`src/logic/rsf_params.svh`:
```
`ifndef RSF_PARAMS_SVH
`define RSF_PARAMS_SVH

// Register port widths and bank depth.
`define RSF_AW              8
`define RSF_DW              16
`define RSF_BANK_DEPTH      43
`define RSF_BANK_AW         6

// Bank entry indices; the bank is reached at register addresses 00H..2AH.
`define RSF_IDX_DMA_PERIPH  6'h00
`define RSF_IDX_DMA_RAM     6'h02
`define RSF_IDX_DMA_COUNT   6'h04
`define RSF_IDX_DMA_MODE    6'h06
`define RSF_IDX_DMA_OPER    6'h08
`define RSF_IDX_IRQ_REQ     6'h0A
`define RSF_IDX_IRQ_MASK    6'h10
`define RSF_IDX_IRQ_PRIO    6'h16
`define RSF_IDX_IRQ_PRIO_END 6'h21
`define RSF_IDX_RISE_EDGE   6'h22
`define RSF_IDX_FALL_EDGE   6'h24
`define RSF_IDX_FCRC_CTRL   6'h26
`define RSF_IDX_CRC_IN      6'h27
`define RSF_IDX_IAW_CTRL    6'h28
`define RSF_IDX_RPAR_CTRL   6'h29
`define RSF_IDX_DFL_CTRL    6'h2A

// Addresses of the registers held outside the bank.
`define RSF_A_FLAGS         8'h30
`define RSF_A_VD_CTRL       8'h31
`define RSF_A_VD_LEVEL      8'h32
`define RSF_A_FCRC_RESULT   8'h33
`define RSF_A_CRC_DATA      8'h34
`define RSF_A_DEC_ADJ       8'h35
`define RSF_A_IRQ_STATUS    8'h38
`define RSF_A_IRQ_MASK      8'h39

// Reset-source flag bit positions.
`define RSF_FLAG_TRAP       7
`define RSF_FLAG_WDOG       4
`define RSF_FLAG_RPAR       2
`define RSF_FLAG_IAW        1
`define RSF_FLAG_VD         0

// Voltage detect control bit positions.
`define RSF_VD_SEL_EN       7
`define RSF_VD_OUT_MASK     1
`define RSF_VD_FLAG         0

// Reset values.
`define RSF_RV_CLEAR8       8'h00
`define RSF_RV_SET8         8'hFF
`define RSF_RV_CLEAR16      16'h0000
`define RSF_LEVEL_OPT_10    8'h00
`define RSF_LEVEL_OPT_11    8'h81
`define RSF_LEVEL_OPT_01    8'h01
`define RSF_LEVEL_OPT_00    8'h00

// Event bits of the interrupt status register.
`define RSF_EV_EXT          0
`define RSF_EV_POR          1
`define RSF_EV_TRAP         2
`define RSF_EV_WDOG         3
`define RSF_EV_RPAR         4
`define RSF_EV_IAW          5
`define RSF_EV_VD           6
`define RSF_EV_COUNT        7

`endif

```
`src/logic/rsf_pkg.sv`:
```
`include "rsf_params.svh"

package rsf_pkg;

    // Acknowledge sequencer states, Gray coded along POR, ACK, RUN.
    typedef enum logic [1:0]
    {
        ST_POR = 2'b00,
        ST_ACK = 2'b01,
        ST_RUN = 2'b11
    } rsf_state_e;

    typedef logic [7:0] rsf_byte_t;

    // Value that a bank entry takes when a reset is acknowledged.
    function automatic rsf_byte_t rsf_bank_reset_value(input int idx);
        if (idx >= int'(`RSF_IDX_IRQ_MASK) && idx <= int'(`RSF_IDX_IRQ_PRIO_END))
            return `RSF_RV_SET8;
        return `RSF_RV_CLEAR8;
    endfunction

    // Detection level chosen by the two option-byte mode bits.
    function automatic rsf_byte_t rsf_level_from_opt(input logic hi, input logic lo);
        case ({hi, lo})
            2'b10:   return `RSF_LEVEL_OPT_10;
            2'b11:   return `RSF_LEVEL_OPT_11;
            2'b01:   return `RSF_LEVEL_OPT_01;
            default: return `RSF_LEVEL_OPT_00;
        endcase
    endfunction

endpackage

```
`src/logic/rsf_bank_if.sv`:
```
`timescale 1ns/1ns

// Access port of the peripheral register bank.
interface rsf_bank_if;
    logic       init;
    logic       wrEn;
    logic [5:0] wrAddr;
    logic [7:0] wrData;
    logic       rdEn;
    logic [5:0] rdAddr;
    logic [7:0] rdData;

    modport ctl (output init, output wrEn, output wrAddr, output wrData,
                 output rdEn, output rdAddr, input rdData);
    modport mem (input init, input wrEn, input wrAddr, input wrData,
                 input rdEn, input rdAddr, output rdData);
endinterface

```
`src/logic/rsf_reset_state.sv`:
```
`timescale 1ns/1ns

// Functional notes
// - Every register except the decimal adjust result leaves reset at a defined value.
// - Source flags and voltage detect registers after reset depend on the reset source.
// - An illegal memory access reset sets the illegal-access flag, others held.
// - Every reset except a voltage-detector reset clears the select enable bit.
// - Non voltage-detector resets load the level from option bits: 00H, 81H or 01H.
// - All DMA registers of both channels clear to 00H on reset.
// - All six interrupt request flag registers clear to 00H on reset.
// - All twelve interrupt priority registers set to FFH on reset.
// - Rising and falling edge enable registers clear to 00H on reset.
// - CRC control and input clear to 00H, CRC results clear to 0000H.
// - Illegal access and RAM parity control registers clear to 00H.
// - Data flash control register clears to 00H on reset.
// - Decimal adjust result is not initialised by reset.
// - Pin reset, power-on reset or a flag read clears all five source flags.
// - Internal resets never clear the flags, they set only their own flag.
module rsf_reset_state
    import rsf_pkg::*;
(
    input  wire logic        sys_clk,
    input  wire logic        rst_b,
    input  wire logic        extPinReq,
    input  wire logic        porReq,
    input  wire logic        illegalInstrReq,
    input  wire logic        watchdogReq,
    input  wire logic        ramParityReq,
    input  wire logic        illegalAccessReq,
    input  wire logic        voltDetectReq,
    input  wire logic        voltModeOptHi,
    input  wire logic        voltModeOptLo,
    input  wire logic        voltDetectFlagIn,
    input  wire logic        voltDetectMaskIn,
    input  wire logic [7:0]  regAddr,
    input  wire logic [15:0] regWrData,
    input  wire logic        regWr,
    input  wire logic        regRd,
    output logic      [15:0] regRdData,
    output logic             resetAck,
    output logic             irq
);

    rsf_bank_if bankBus ();

    rsf_state_e state_q;
    rsf_state_e state_d;
    rsf_byte_t  resetSourceFlags_q;
    rsf_byte_t  resetSourceFlags_d;
    logic       voltDetectSelectEnable_q;
    logic       voltDetectSelectEnable_d;
    rsf_byte_t  voltDetectLevel_q;
    rsf_byte_t  voltDetectLevel_d;
    logic [15:0] flashCrcResult_q;
    logic [15:0] flashCrcResult_d;
    logic [15:0] crcData_q;
    logic [15:0] crcData_d;
    rsf_byte_t  decimalAdjustResult_q;
    rsf_byte_t  decimalAdjustResult_d;
    logic [`RSF_EV_COUNT-1:0] irqStatus_q;
    logic [`RSF_EV_COUNT-1:0] irqStatus_d;
    logic [`RSF_EV_COUNT-1:0] irqMask_q;
    logic [`RSF_EV_COUNT-1:0] irqMask_d;
    logic [`RSF_EV_COUNT-1:0] events;
    logic [15:0] localRd_q;
    logic [15:0] localRd_d;
    logic        bankSel_q;
    logic        bankSel_d;
    rsf_byte_t   hitMask;
    logic        clearAll;
    logic        internalReq;
    logic        nonVoltReq;
    logic        anyReq;
    logic        flagsRead;
    logic        swWr;

    // True when an address falls inside the peripheral register bank.
    function automatic logic isBankAddr(input logic [7:0] a);
        return a < 8'(`RSF_BANK_DEPTH);
    endfunction

    // Classification of the reset requests present in this cycle.
    assign clearAll    = extPinReq | porReq;
    assign internalReq = illegalInstrReq | watchdogReq | ramParityReq | illegalAccessReq
                       | voltDetectReq;
    assign nonVoltReq  = clearAll | illegalInstrReq | watchdogReq | ramParityReq
                       | illegalAccessReq;
    assign anyReq      = clearAll | internalReq;
    assign flagsRead   = regRd && regAddr == `RSF_A_FLAGS;
    assign swWr        = regWr && !anyReq;

    // Flag bits of every internal source present in this cycle.
    always_comb
    begin
        hitMask = `RSF_RV_CLEAR8;
        hitMask[`RSF_FLAG_TRAP] = illegalInstrReq;
        hitMask[`RSF_FLAG_WDOG] = watchdogReq;
        hitMask[`RSF_FLAG_RPAR] = ramParityReq;
        hitMask[`RSF_FLAG_IAW]  = illegalAccessReq;
        hitMask[`RSF_FLAG_VD]   = voltDetectReq;
    end

    // Acknowledge sequencer: any request restarts the acknowledge cycle.
    always_comb
    begin
        state_d = state_q;
        if (anyReq)
            state_d = ST_ACK;
        else
        begin
            case (state_q)
                ST_POR:  state_d = ST_ACK;
                ST_ACK:  state_d = ST_RUN;
                ST_RUN:  state_d = ST_RUN;
                default: state_d = ST_RUN;
            endcase
        end
    end

    always_ff @(posedge sys_clk or negedge rst_b)
    begin
        if (!rst_b)
            state_q <= ST_POR;
        else
            state_q <= state_d;
    end

    assign resetAck = state_q != ST_RUN;

    // Reset-source flags: pin and power-on clear, a read clears, sources set.
    always_comb
    begin
        resetSourceFlags_d = resetSourceFlags_q;
        if (clearAll)
            resetSourceFlags_d = `RSF_RV_CLEAR8;
        else
        begin
            if (flagsRead)
                resetSourceFlags_d = `RSF_RV_CLEAR8;
            resetSourceFlags_d = resetSourceFlags_d | hitMask;
        end
    end

    always_ff @(posedge sys_clk or negedge rst_b)
    begin
        if (!rst_b)
            resetSourceFlags_q <= `RSF_RV_CLEAR8;
        else
            resetSourceFlags_q <= resetSourceFlags_d;
    end

    // Voltage detect select enable and level, held only by a detector reset.
    always_comb
    begin
        voltDetectSelectEnable_d = voltDetectSelectEnable_q;
        voltDetectLevel_d        = voltDetectLevel_q;
        if (nonVoltReq)
        begin
            voltDetectSelectEnable_d = 1'b0;
            voltDetectLevel_d = rsf_level_from_opt(voltModeOptHi, voltModeOptLo);
        end
        else if (state_q == ST_POR)
            voltDetectLevel_d = rsf_level_from_opt(voltModeOptHi, voltModeOptLo);
        else if (swWr && regAddr == `RSF_A_VD_CTRL && !voltDetectReq)
            voltDetectSelectEnable_d = regWrData[`RSF_VD_SEL_EN];
        else if (swWr && regAddr == `RSF_A_VD_LEVEL && !voltDetectReq)
            voltDetectLevel_d = regWrData[7:0];
    end

    always_ff @(posedge sys_clk or negedge rst_b)
    begin
        if (!rst_b)
        begin
            voltDetectSelectEnable_q <= 1'b0;
            voltDetectLevel_q        <= `RSF_RV_CLEAR8;
        end
        else
        begin
            voltDetectSelectEnable_q <= voltDetectSelectEnable_d;
            voltDetectLevel_q        <= voltDetectLevel_d;
        end
    end

    // Sixteen-bit CRC result registers clear on every acknowledged reset.
    always_comb
    begin
        flashCrcResult_d = flashCrcResult_q;
        crcData_d        = crcData_q;
        if (anyReq)
        begin
            flashCrcResult_d = `RSF_RV_CLEAR16;
            crcData_d        = `RSF_RV_CLEAR16;
        end
        else if (swWr && regAddr == `RSF_A_FCRC_RESULT)
            flashCrcResult_d = regWrData;
        else if (swWr && regAddr == `RSF_A_CRC_DATA)
            crcData_d = regWrData;
    end

    always_ff @(posedge sys_clk or negedge rst_b)
    begin
        if (!rst_b)
        begin
            flashCrcResult_q <= `RSF_RV_CLEAR16;
            crcData_q        <= `RSF_RV_CLEAR16;
        end
        else
        begin
            flashCrcResult_q <= flashCrcResult_d;
            crcData_q        <= crcData_d;
        end
    end

    // Decimal adjust result keeps whatever it holds across any reset.
    always_comb
    begin
        decimalAdjustResult_d = decimalAdjustResult_q;
        if (regWr && regAddr == `RSF_A_DEC_ADJ)
            decimalAdjustResult_d = regWrData[7:0];
    end

    always_ff @(posedge sys_clk)
    begin
        decimalAdjustResult_q <= decimalAdjustResult_d;
    end

    // Sticky event status with write-one-to-clear; a new event wins the clear.
    always_comb
    begin
        events = '0;
        events[`RSF_EV_EXT]  = extPinReq;
        events[`RSF_EV_POR]  = porReq;
        events[`RSF_EV_TRAP] = illegalInstrReq;
        events[`RSF_EV_WDOG] = watchdogReq;
        events[`RSF_EV_RPAR] = ramParityReq;
        events[`RSF_EV_IAW]  = illegalAccessReq;
        events[`RSF_EV_VD]   = voltDetectReq;
        irqStatus_d = irqStatus_q;
        irqMask_d   = irqMask_q;
        if (regWr && regAddr == `RSF_A_IRQ_STATUS)
            irqStatus_d = irqStatus_q & ~regWrData[`RSF_EV_COUNT-1:0];
        irqStatus_d = irqStatus_d | events;
        if (regWr && regAddr == `RSF_A_IRQ_MASK)
            irqMask_d = regWrData[`RSF_EV_COUNT-1:0];
    end

    always_ff @(posedge sys_clk or negedge rst_b)
    begin
        if (!rst_b)
        begin
            irqStatus_q <= '0;
            irqMask_q   <= '0;
        end
        else
        begin
            irqStatus_q <= irqStatus_d;
            irqMask_q   <= irqMask_d;
        end
    end

    assign irq = |(irqStatus_q & irqMask_q);

    // Bank access: an acknowledged reset reloads it and blocks software writes.
    assign bankBus.init   = anyReq;
    assign bankBus.wrEn   = swWr && isBankAddr(regAddr);
    assign bankBus.wrAddr = regAddr[5:0];
    assign bankBus.wrData = regWrData[7:0];
    assign bankBus.rdEn   = regRd && isBankAddr(regAddr);
    assign bankBus.rdAddr = regAddr[5:0];

    rsf_bank #(
        .DEPTH (`RSF_BANK_DEPTH)
    ) u_bank (
        .sys_clk (sys_clk),
        .rst_b   (rst_b),
        .bus     (bankBus)
    );

    // Read mux for the registers outside the bank; unmapped reads return zero.
    always_comb
    begin
        localRd_d = `RSF_RV_CLEAR16;
        bankSel_d = regRd && isBankAddr(regAddr);
        if (regRd)
        begin
            case (regAddr)
                `RSF_A_FLAGS:        localRd_d = {8'h00, resetSourceFlags_q};
                `RSF_A_VD_CTRL:
                begin
                    localRd_d[`RSF_VD_SEL_EN]   = voltDetectSelectEnable_q;
                    localRd_d[`RSF_VD_OUT_MASK] = voltDetectMaskIn;
                    localRd_d[`RSF_VD_FLAG]     = voltDetectFlagIn;
                end
                `RSF_A_VD_LEVEL:     localRd_d = {8'h00, voltDetectLevel_q};
                `RSF_A_FCRC_RESULT:  localRd_d = flashCrcResult_q;
                `RSF_A_CRC_DATA:     localRd_d = crcData_q;
                `RSF_A_DEC_ADJ:      localRd_d = {8'h00, decimalAdjustResult_q};
                `RSF_A_IRQ_STATUS:   localRd_d = {9'h000, irqStatus_q};
                `RSF_A_IRQ_MASK:     localRd_d = {9'h000, irqMask_q};
                default:             localRd_d = `RSF_RV_CLEAR16;
            endcase
        end
    end

    always_ff @(posedge sys_clk or negedge rst_b)
    begin
        if (!rst_b)
        begin
            localRd_q <= `RSF_RV_CLEAR16;
            bankSel_q <= 1'b0;
        end
        else
        begin
            localRd_q <= localRd_d;
            bankSel_q <= bankSel_d;
        end
    end

    assign regRdData = bankSel_q ? {8'h00, bankBus.rdData} : localRd_q;
endmodule

```
`src/logic/rsf_bank.sv`:
```
`timescale 1ns/1ns

module rsf_bank
    import rsf_pkg::*;
#(
    parameter int DEPTH = `RSF_BANK_DEPTH
)
(
    input wire logic sys_clk,
    input wire logic rst_b,
    rsf_bank_if.mem  bus
);

    rsf_byte_t memQ [DEPTH];
    rsf_byte_t memD [DEPTH];
    rsf_byte_t rdData_q;
    rsf_byte_t rdData_d;

    // Each entry loads its reset value on init, else takes a matching write.
    genvar i;
    generate
        for (i = 0; i < DEPTH; i++)
        begin : g_entry
            always_comb
            begin
                memD[i] = memQ[i];
                if (bus.init)
                    memD[i] = rsf_bank_reset_value(i);
                else if (bus.wrEn && bus.wrAddr == 6'(i))
                    memD[i] = bus.wrData;
            end

            always_ff @(posedge sys_clk or negedge rst_b)
            begin
                if (!rst_b)
                    memQ[i] <= rsf_bank_reset_value(i);
                else
                    memQ[i] <= memD[i];
            end
        end
    endgenerate

    // Read data come out of a register and are zero when no read was made.
    always_comb
    begin
        rdData_d = `RSF_RV_CLEAR8;
        if (bus.rdEn && int'(bus.rdAddr) < DEPTH)
            rdData_d = memQ[bus.rdAddr];
    end

    always_ff @(posedge sys_clk or negedge rst_b)
    begin
        if (!rst_b)
            rdData_q <= `RSF_RV_CLEAR8;
        else
            rdData_q <= rdData_d;
    end

    assign bus.rdData = rdData_q;

endmodule

```
`config.mk`:
```
export PLATFORM = sky130hd
export DESIGN_NAME = rsf_reset_state
export DESIGN_NICKNAME = d
export VERILOG_FILES = /design/src/logic/rsf_pkg.sv /design/src/logic/rsf_bank_if.sv /design/src/logic/rsf_reset_state.sv /design/src/logic/rsf_bank.sv
export VERILOG_INCLUDE_DIRS = /design/src /design/src/logic
export SDC_FILE = /design/constraint.sdc
export NUM_CORES = 1
export LEC_CHECK = 0
export CORE_ASPECT_RATIO = 1.4
export CORE_UTILIZATION = 69
export CTS_CLUSTER_DIAMETER = 120
export CTS_CLUSTER_SIZE = 28
export DETAILED_ROUTE_END_ITERATION = 10
export DONT_BUFFER_PORTS = 1
export GPL_ROUTABILITY_DRIVEN = 0
export HOLD_SLACK_MARGIN = 0.15
export PLACE_DENSITY_LB_ADDON = 0.12
export SETUP_SLACK_MARGIN = 0.05
export SLEW_MARGIN = 5
export SYNTH_ARGS = -nofsm -noshare
export SYNTH_HDL_FRONTEND = slang
export SYNTH_SLANG_ARGS = --single-unit
```
`constraint.sdc`:
```
create_clock -name sys_clk -period 4.85 [get_ports sys_clk]
set_input_delay 0 -clock sys_clk [delete_from_list [all_inputs] [get_ports sys_clk]]
set_output_delay 0 -clock sys_clk [all_outputs]
set_load 0.005 [all_outputs]
```
==> results of run 1 <==
synth_stat cells (4+ instances only):
| library cell | instances |
|---|---|
| buf_6 | 4 |
| o211ai_1 | 5 |
| nor2b_1 | 17 |
| nand3_1 | 152 |
| buf_1 | 10 |
| a22o_1 | 9 |
| nand2_1 | 473 |
| buf_2 | 58 |
| and3_1 | 6 |
| nor3_1 | 10 |
| edfxtp_1 | 8 |
| nand2b_1 | 7 |
| nand4_1 | 5 |
| dfstp_2 | 144 |
| a211oi_1 | 8 |
| nor2_2 | 6 |
| dfrtp_1 | 287 |
| mux4_2 | 79 |
| mux2i_1 | 158 |
| a22oi_1 | 40 |
| nor3_4 | 4 |
| a31oi_1 | 6 |
| or3_1 | 10 |
| clkbuf_1 | 88 |
| o21ai_0 | 76 |
| or2_2 | 7 |
| a21oi_1 | 112 |
| nand3_2 | 10 |
| nor2_1 | 167 |
| mux2_2 | 25 |
| a21o_1 | 10 |
metal layers:
layer,up-vias,GRT usage
met5,-,0
met4,0,0.223
met3,252,0.0734
met2,874,0.632
met1,8165,0.504
li1,7053,-
layout make-up:
class | count | area share
Antenna cell | 2 | 0.000220
Inverter | 2 | 0.000330
Clock inverter | 1 | 0.000495
Timing Repair Buffer | 86 | 0.0456
Sequential cell | 439 | 0.493
Tap cell | 385 | 0.0212
Multi-Input combinational cell | 1458 | 0.417
Clock buffer | 31 | 0.0229
kinds of logic after synthesis:
| family | synth area share |
|---|---|
| AO/OA/AOI/OAI | 0.0842 |
| other | 0.000175 |
| AND/OR/NAND/NOR | 0.187 |
| flip-flops | 0.524 |
| multiplexers | 0.170 |
| buffers and inverters | 0.0343 |
flip-flops by register name (all words and copies together), names as in the netlist:
| name | cells |
|---|---|
| u_bank.bus.rdData | 8 |
| u_bank.memQ | 344 |
| decimalAdjustResult_q | 8 |
| irqStatus_q | 7 |
| resetSourceFlags_q | 5 |
| voltDetectSelectEnable_q | 1 |
| crcData_q | 16 |
| flashCrcResult_q | 16 |
| state_q | 2 |
| localRd_q | 16 |
| bankSel_q | 1 |
| voltDetectLevel_q | 8 |
| irqMask_q | 7 |
stage by stage:
stage               setup WS [ns]   util  hold slack [ns]
floorplan                    3.20      -           -0.296
global placement             2.18  0.704           -0.289
detailed placement           2.10  0.704           -0.288
CTS                          1.49  0.753           -0.880
global route                 1.17  0.753           -0.893
finish                       1.19  0.753           -0.876
placed cells by master, fill, tap and decap left out, drive strengths merged, types with 3 or more instances in the layout:
| master | n |
|---|---|
| nand2 | 475 |
| dfrtp | 287 |
| nor2 | 173 |
| nand3 | 162 |
| mux2i | 158 |
| dfstp | 144 |
| a21oi | 114 |
| mux4 | 79 |
| o21ai | 77 |
| dlygate4sd3 | 65 |
| a22oi | 40 |
| clkbuf | 31 |
| mux2 | 25 |
| buf | 21 |
| nor2b | 17 |
| nor3 | 17 |
| a21o | 10 |
| or3 | 10 |
| a211oi | 10 |
| a22o | 9 |
| or2 | 9 |
| edfxtp | 8 |
| nand2b | 7 |
| and3 | 6 |
| a31oi | 6 |
| nand4 | 6 |
| o211ai | 5 |
| nor4 | 5 |
| and2 | 3 |
| a32oi | 3 |
| a311oi | 3 |
| o22ai | 3 |
| a2bb2oi | 3 |
| a222oi | 3 |
| nand3b | 3 |
| inv | 3 |
| nor4b | 3 |
worst paths after layout:
check / start / endpoint / slack [ns]
hold reg to reg: u_bank.memQ[187] / u_bank.memQ[187] / 0.49
min in group sys_clk: regWrData[10] / flashCrcResult_q[10] / 0.15
hold / removal: rst_b / flashCrcResult_q[10] / -0.88
setup reg to reg: u_bank.memQ[282] / u_bank.bus.rdData[2] / 2.50
max in group asynchronous: rst_b / u_bank.memQ[288] / 4.51
setup / recovery: regAddr[2] / crcData_q[15] / 1.19
worst max-delay path, stage by stage:
cell           delay, ns
dlygate4sd3_1       1.39
nor2b_1             0.38
nand2_1             0.48
nor4_2              1.10
a22o_1              0.26
dlygate4sd3_1       0.53
power breakdown:
group          switching (mW)  internal [mW]  total [mW]
Clock                    1.16          0.755        1.92
Combinational           0.211          0.118       0.329
Sequential            0.00745           3.68        3.69
Total                    1.38           4.56        5.94
==> impl_metrics.yaml, run 1 <==
run_status:
  status: "complete, but fails checks"
  violations: "negative hold slack, max-slew violations"
clock_network:
  cts_tree: "yes"
  cts_buffers: 19
  cts_root_buffer: "clkbuf_16"
  max-clock-path-buffers: 3
  cts_setup_buffers: 0
  insertion_delay_ns: 0.56
  clock-sinks: 439
  path_clk_slew_ns: 0.11
  cts_hold_buf: 76
  post_cts_resized: 0
  h-tree-depth: 1
sta:
  hold_ws_ns: -0.876
  min_period_ns: 3.66
  rsz0062_at_grt: "no"
  worst_pin_slew_ns: 1.51
  maxSlewViolCount: 47
  timing.final.crit_share: 0.754
  setup-tns-final_ns: 0
  fmax_ghz: 0.274
  slew_headroom: -0.00839
  final-hold-violation-count: 431
  fin_worst_skew_ns: 0.0139
  setup_viol: 0
yosys:
  synth_fp_nets: 2101
  yosysWarningCount: 0
  synth.distinct_cells: 66
  ys_seq_area_frac: 0.524
  synth_top_area_frac: 0.336
  ys.flop_type: "dfrtp_1"
  ys_ff_latch: 439
  synth_edf_count: 8
  synth_area_leaders: "dfrtp_1 34%, dfstp_2 18%, mux4_2 8.3%"
  synth.avg_cell_area_um2: 10.4
  synth_area_leader_cell: "dfrtp_1"
  synth.cell_area_um2: 21400
  synth-async-reset-ratio: 0.982
  syn_inst: 2062
global_routing:
  first_global_vias: 16749
  grt_max_degree: 432
  grt_pass1_wl_um: 94600
  grtUsageTotal: 0.394
  grt_remaining_overflow: 0
  antenna_found_initial: 3
drt:
  wl_per_cell_um: 25.0
  drtPass1Iterations: 7
  met2WireLength_um: 29100
  totalWireLength_um: 60100
  dr.max_layer_used: "met4"
  dr_total_vias: 16344
  ant_nets: 0
  drt_iter0_drc: 1983
  wl_met1_um: 22200
  wl_met3_um: 5170
  viasPerCell: 6.80
  drc_errors: 0
cells_and_area:
  multiInputGateArea_um2: 9480
  finish.instance_area_um2: 22700
  fin_nets: 2045
  nFillCells: 2000
  syn_to_final_growth_pct: 6.35
  drive_above_1_share: 0.167
  finalNonFillerCells: 2404
  seq_area_um2: 11200
floorplan:
  initial_core_util: 0.708
  rows: 75
  dieHeight_um: 210
  die_area_um2: 31700
  core_area_um2: 30200
  die_x_um: 151
  io_pins: 57
power_and_ir_drop:
  power.density_nw_per_um2: 261
  p_leak_nw: 9.56
  power_mw: 5.94
  peakVddDrop_mv: 0.386
place:
  placed_area_um2: 21300
  dp_hpwl_um: 34900
  dp.cells: 2294
  portBuffers: 0
run:
  cap_violations: 0
worst_hold_path:
  hp-class: "in -> async"
setup_path:
  critPathArrivalTime_ns: 4.17
  end_kind: "register"
  rr_worst_depth: 6
  crit_path_max_fanout: 26
  critPathLaunchType: "primary input"
  worst-setup-path-type: "in -> reg"
  crit_required_ns: 5.36
No activity file was read; power rests on OpenSTA's default activity.
==> inputs of run 2 (changes only) <==
--- a/config.mk
+++ b/config.mk
@@ -7,7 +7,7 @@
 export NUM_CORES = 1
 export LEC_CHECK = 0
 export CORE_ASPECT_RATIO = 1.4
-export CORE_UTILIZATION = 69
+export CORE_UTILIZATION = 58
 export CTS_CLUSTER_DIAMETER = 120
 export CTS_CLUSTER_SIZE = 28
 export DETAILED_ROUTE_END_ITERATION = 10
==> constraint.sdc (replaced) <==
create_clock -name sys_clk -period 3.15 [get_ports sys_clk]
set_input_delay 0 -clock sys_clk [delete_from_list [all_inputs] [get_ports sys_clk]]
set_output_delay 0 -clock sys_clk [all_outputs]
set_load 0.005 [all_outputs]
==> impl_metrics.yaml, run 2 (synthesis results as in run 1) <==
clock_network:
  insertion_delay_ns: 0.56
  cts_tree: "yes"
  path_clk_slew_ns: 0.11
  max-clock-path-buffers: 3
  cts_hold_buf: 94
  cts_buffers: 19
  h-tree-depth: 1
  clock-sinks: 439
  cts_root_buffer: "clkbuf_16"
cells_and_area:
  largest_reg_flops: 344
  mostFrequentLayoutCell: "nand2_1"
  largest_register: "u_bank.memQ"
  finalNonFillerCells: 2519
  syn_to_final_growth_pct: 8.52
  fin_nets: 2082
  layout_common_cells: "472 x nand2_1, 287 x dfrtp_1, 164 x nor2_1, 158 x mux2i_1, 152 x nand3_1"
  drive_above_1_share: 0.175
drt:
  drt_iter0_drc: 1828
  dr_total_vias: 16281
  drtPass1Iterations: 6
  viasPerCell: 6.46
  totalWireLength_um: 61400
  ant_nets: 0
  drc_errors: 0
  wl_per_cell_um: 24.4
sta:
  final-hold-violation-count: 351
  rsz0062_at_grt: "no"
  slew_headroom: -0.0562
  hold_ws_ns: -0.874
  setup_ws_ns: 0.102
  timing.final.crit_share: 0.968
  min_period_ns: 3.05
  setup-tns-final_ns: 0
  setup_viol: 0
  fin_worst_skew_ns: 0.0161
  maxSlewViolCount: 77
  fmax_ghz: 0.328
  worst_pin_slew_ns: 1.58
setup_path:
  critPathLaunchType: "primary input"
  crit_path_max_fanout: 12
  critPathArrivalTime_ns: 3.53
  crit_required_ns: 3.64
  worst-setup-path-type: "in -> reg"
  end_kind: "register"
place:
  portBuffers: 0
  dp.cells: 2389
  dp_hpwl_um: 35900
  dpl_worst_slack_ns: 0.890
power_and_ir_drop:
  power.density_nw_per_um2: 396
  peakVddDrop_mv: 0.566
  power_mw: 9.18
  p_leak_nw: 9.75
floorplan:
  die_area_um2: 37700
  initial_core_util: 0.592
  core_area_um2: 36100
  dieHeight_um: 229
  die_x_um: 164
  rows: 82
  io_pins: 57
global_routing:
  grt_max_degree: 432
  met1_usage: 0.442
  met3_usage: 0.0453
  first_global_vias: 16242
  grt_pass1_wl_um: 96000
  grt-busiest-layer: "met2"
  grt_remaining_overflow: 0
  antenna_found_initial: 3
  grtUsageTotal: 0.335
  use_met2: 0.547
worst_hold_path:
  hp-class: "in -> async"
run:
  cap_violations: 0
run_status:
  status: "complete, but fails checks"
  violations: "negative hold slack, max-slew violations"
## run 2: final timing paths
kind                                       from                    to  slack [ns]  depth (start not counted)
max in group asynchronous                 rst_b         localRd_q[13]        2.75                          0
worst max-delay path                 regAddr[4]      u_bank.memQ[204]        0.10                          7
worst max register to register  u_bank.memQ[63]  u_bank.bus.rdData[7]        0.89                          6
min in group sys_clk                 regAddr[2]      u_bank.memQ[317]        0.14                          4
worst min-delay path                      rst_b   flashCrcResult_q[9]       -0.87                          0
worst min register to register  u_bank.memQ[91]       u_bank.memQ[91]        0.49                          2
## run 2: critical path: stages
cell	delay [ns]
dlygate4sd3_1	0.93
nor2b_1	0.62
and4_1	0.67
nand3_1	0.45
nand2_1	0.18
nand3_1	0.09
dlygate4sd3_1	0.59
## run 2: metrics by stage
step                area [µm²]  utilization
global route             23200        0.643
CTS                      23200        0.642
finish                   23200        0.643
detailed placement       21500        0.596
floorplan                21400            -
global placement         21500        0.596
## run 2: metal layers
| layer | part of all wire | vias to the layer above |
|---|---|---|
| met5 | 0.00037 | - |
| met4 | 0.050 | 2 |
| met3 | 0.071 | 171 |
| met2 | 0.49 | 733 |
| met1 | 0.39 | 8257 |
| li1 | - | 7118 |
## run 2: what timing repair did
| item | in CTS | in global routing |
|---|---|---|
| endpoints found under the setup margin | 0 | 9 |
| setup buffers | 0 | 1 |
| hold endpoints to repair | 877 | 431 |
| resized for setup | 0 | 5 |
## run 2: power by group
part           leakage (nW)  switching [mW]  internal [mW]  total (mW)
combinational          3.94           0.329          0.194       0.522
clock                 0.254            1.81           1.16        2.98
sequential             5.55          0.0122           5.67        5.68
total                  9.75            2.15           7.03        9.18
## run 2: area by class of cell
cell class,instances,area (µm²)
flip-flops and latches,439,11200
fillers,2890,12900
diodes,3,7.51
inverters,2,7.51
repair buffers,123,1390
multi-input cells,1458,9490
well taps,462,578
clock buffers,31,520
clock inverters,1,11.3
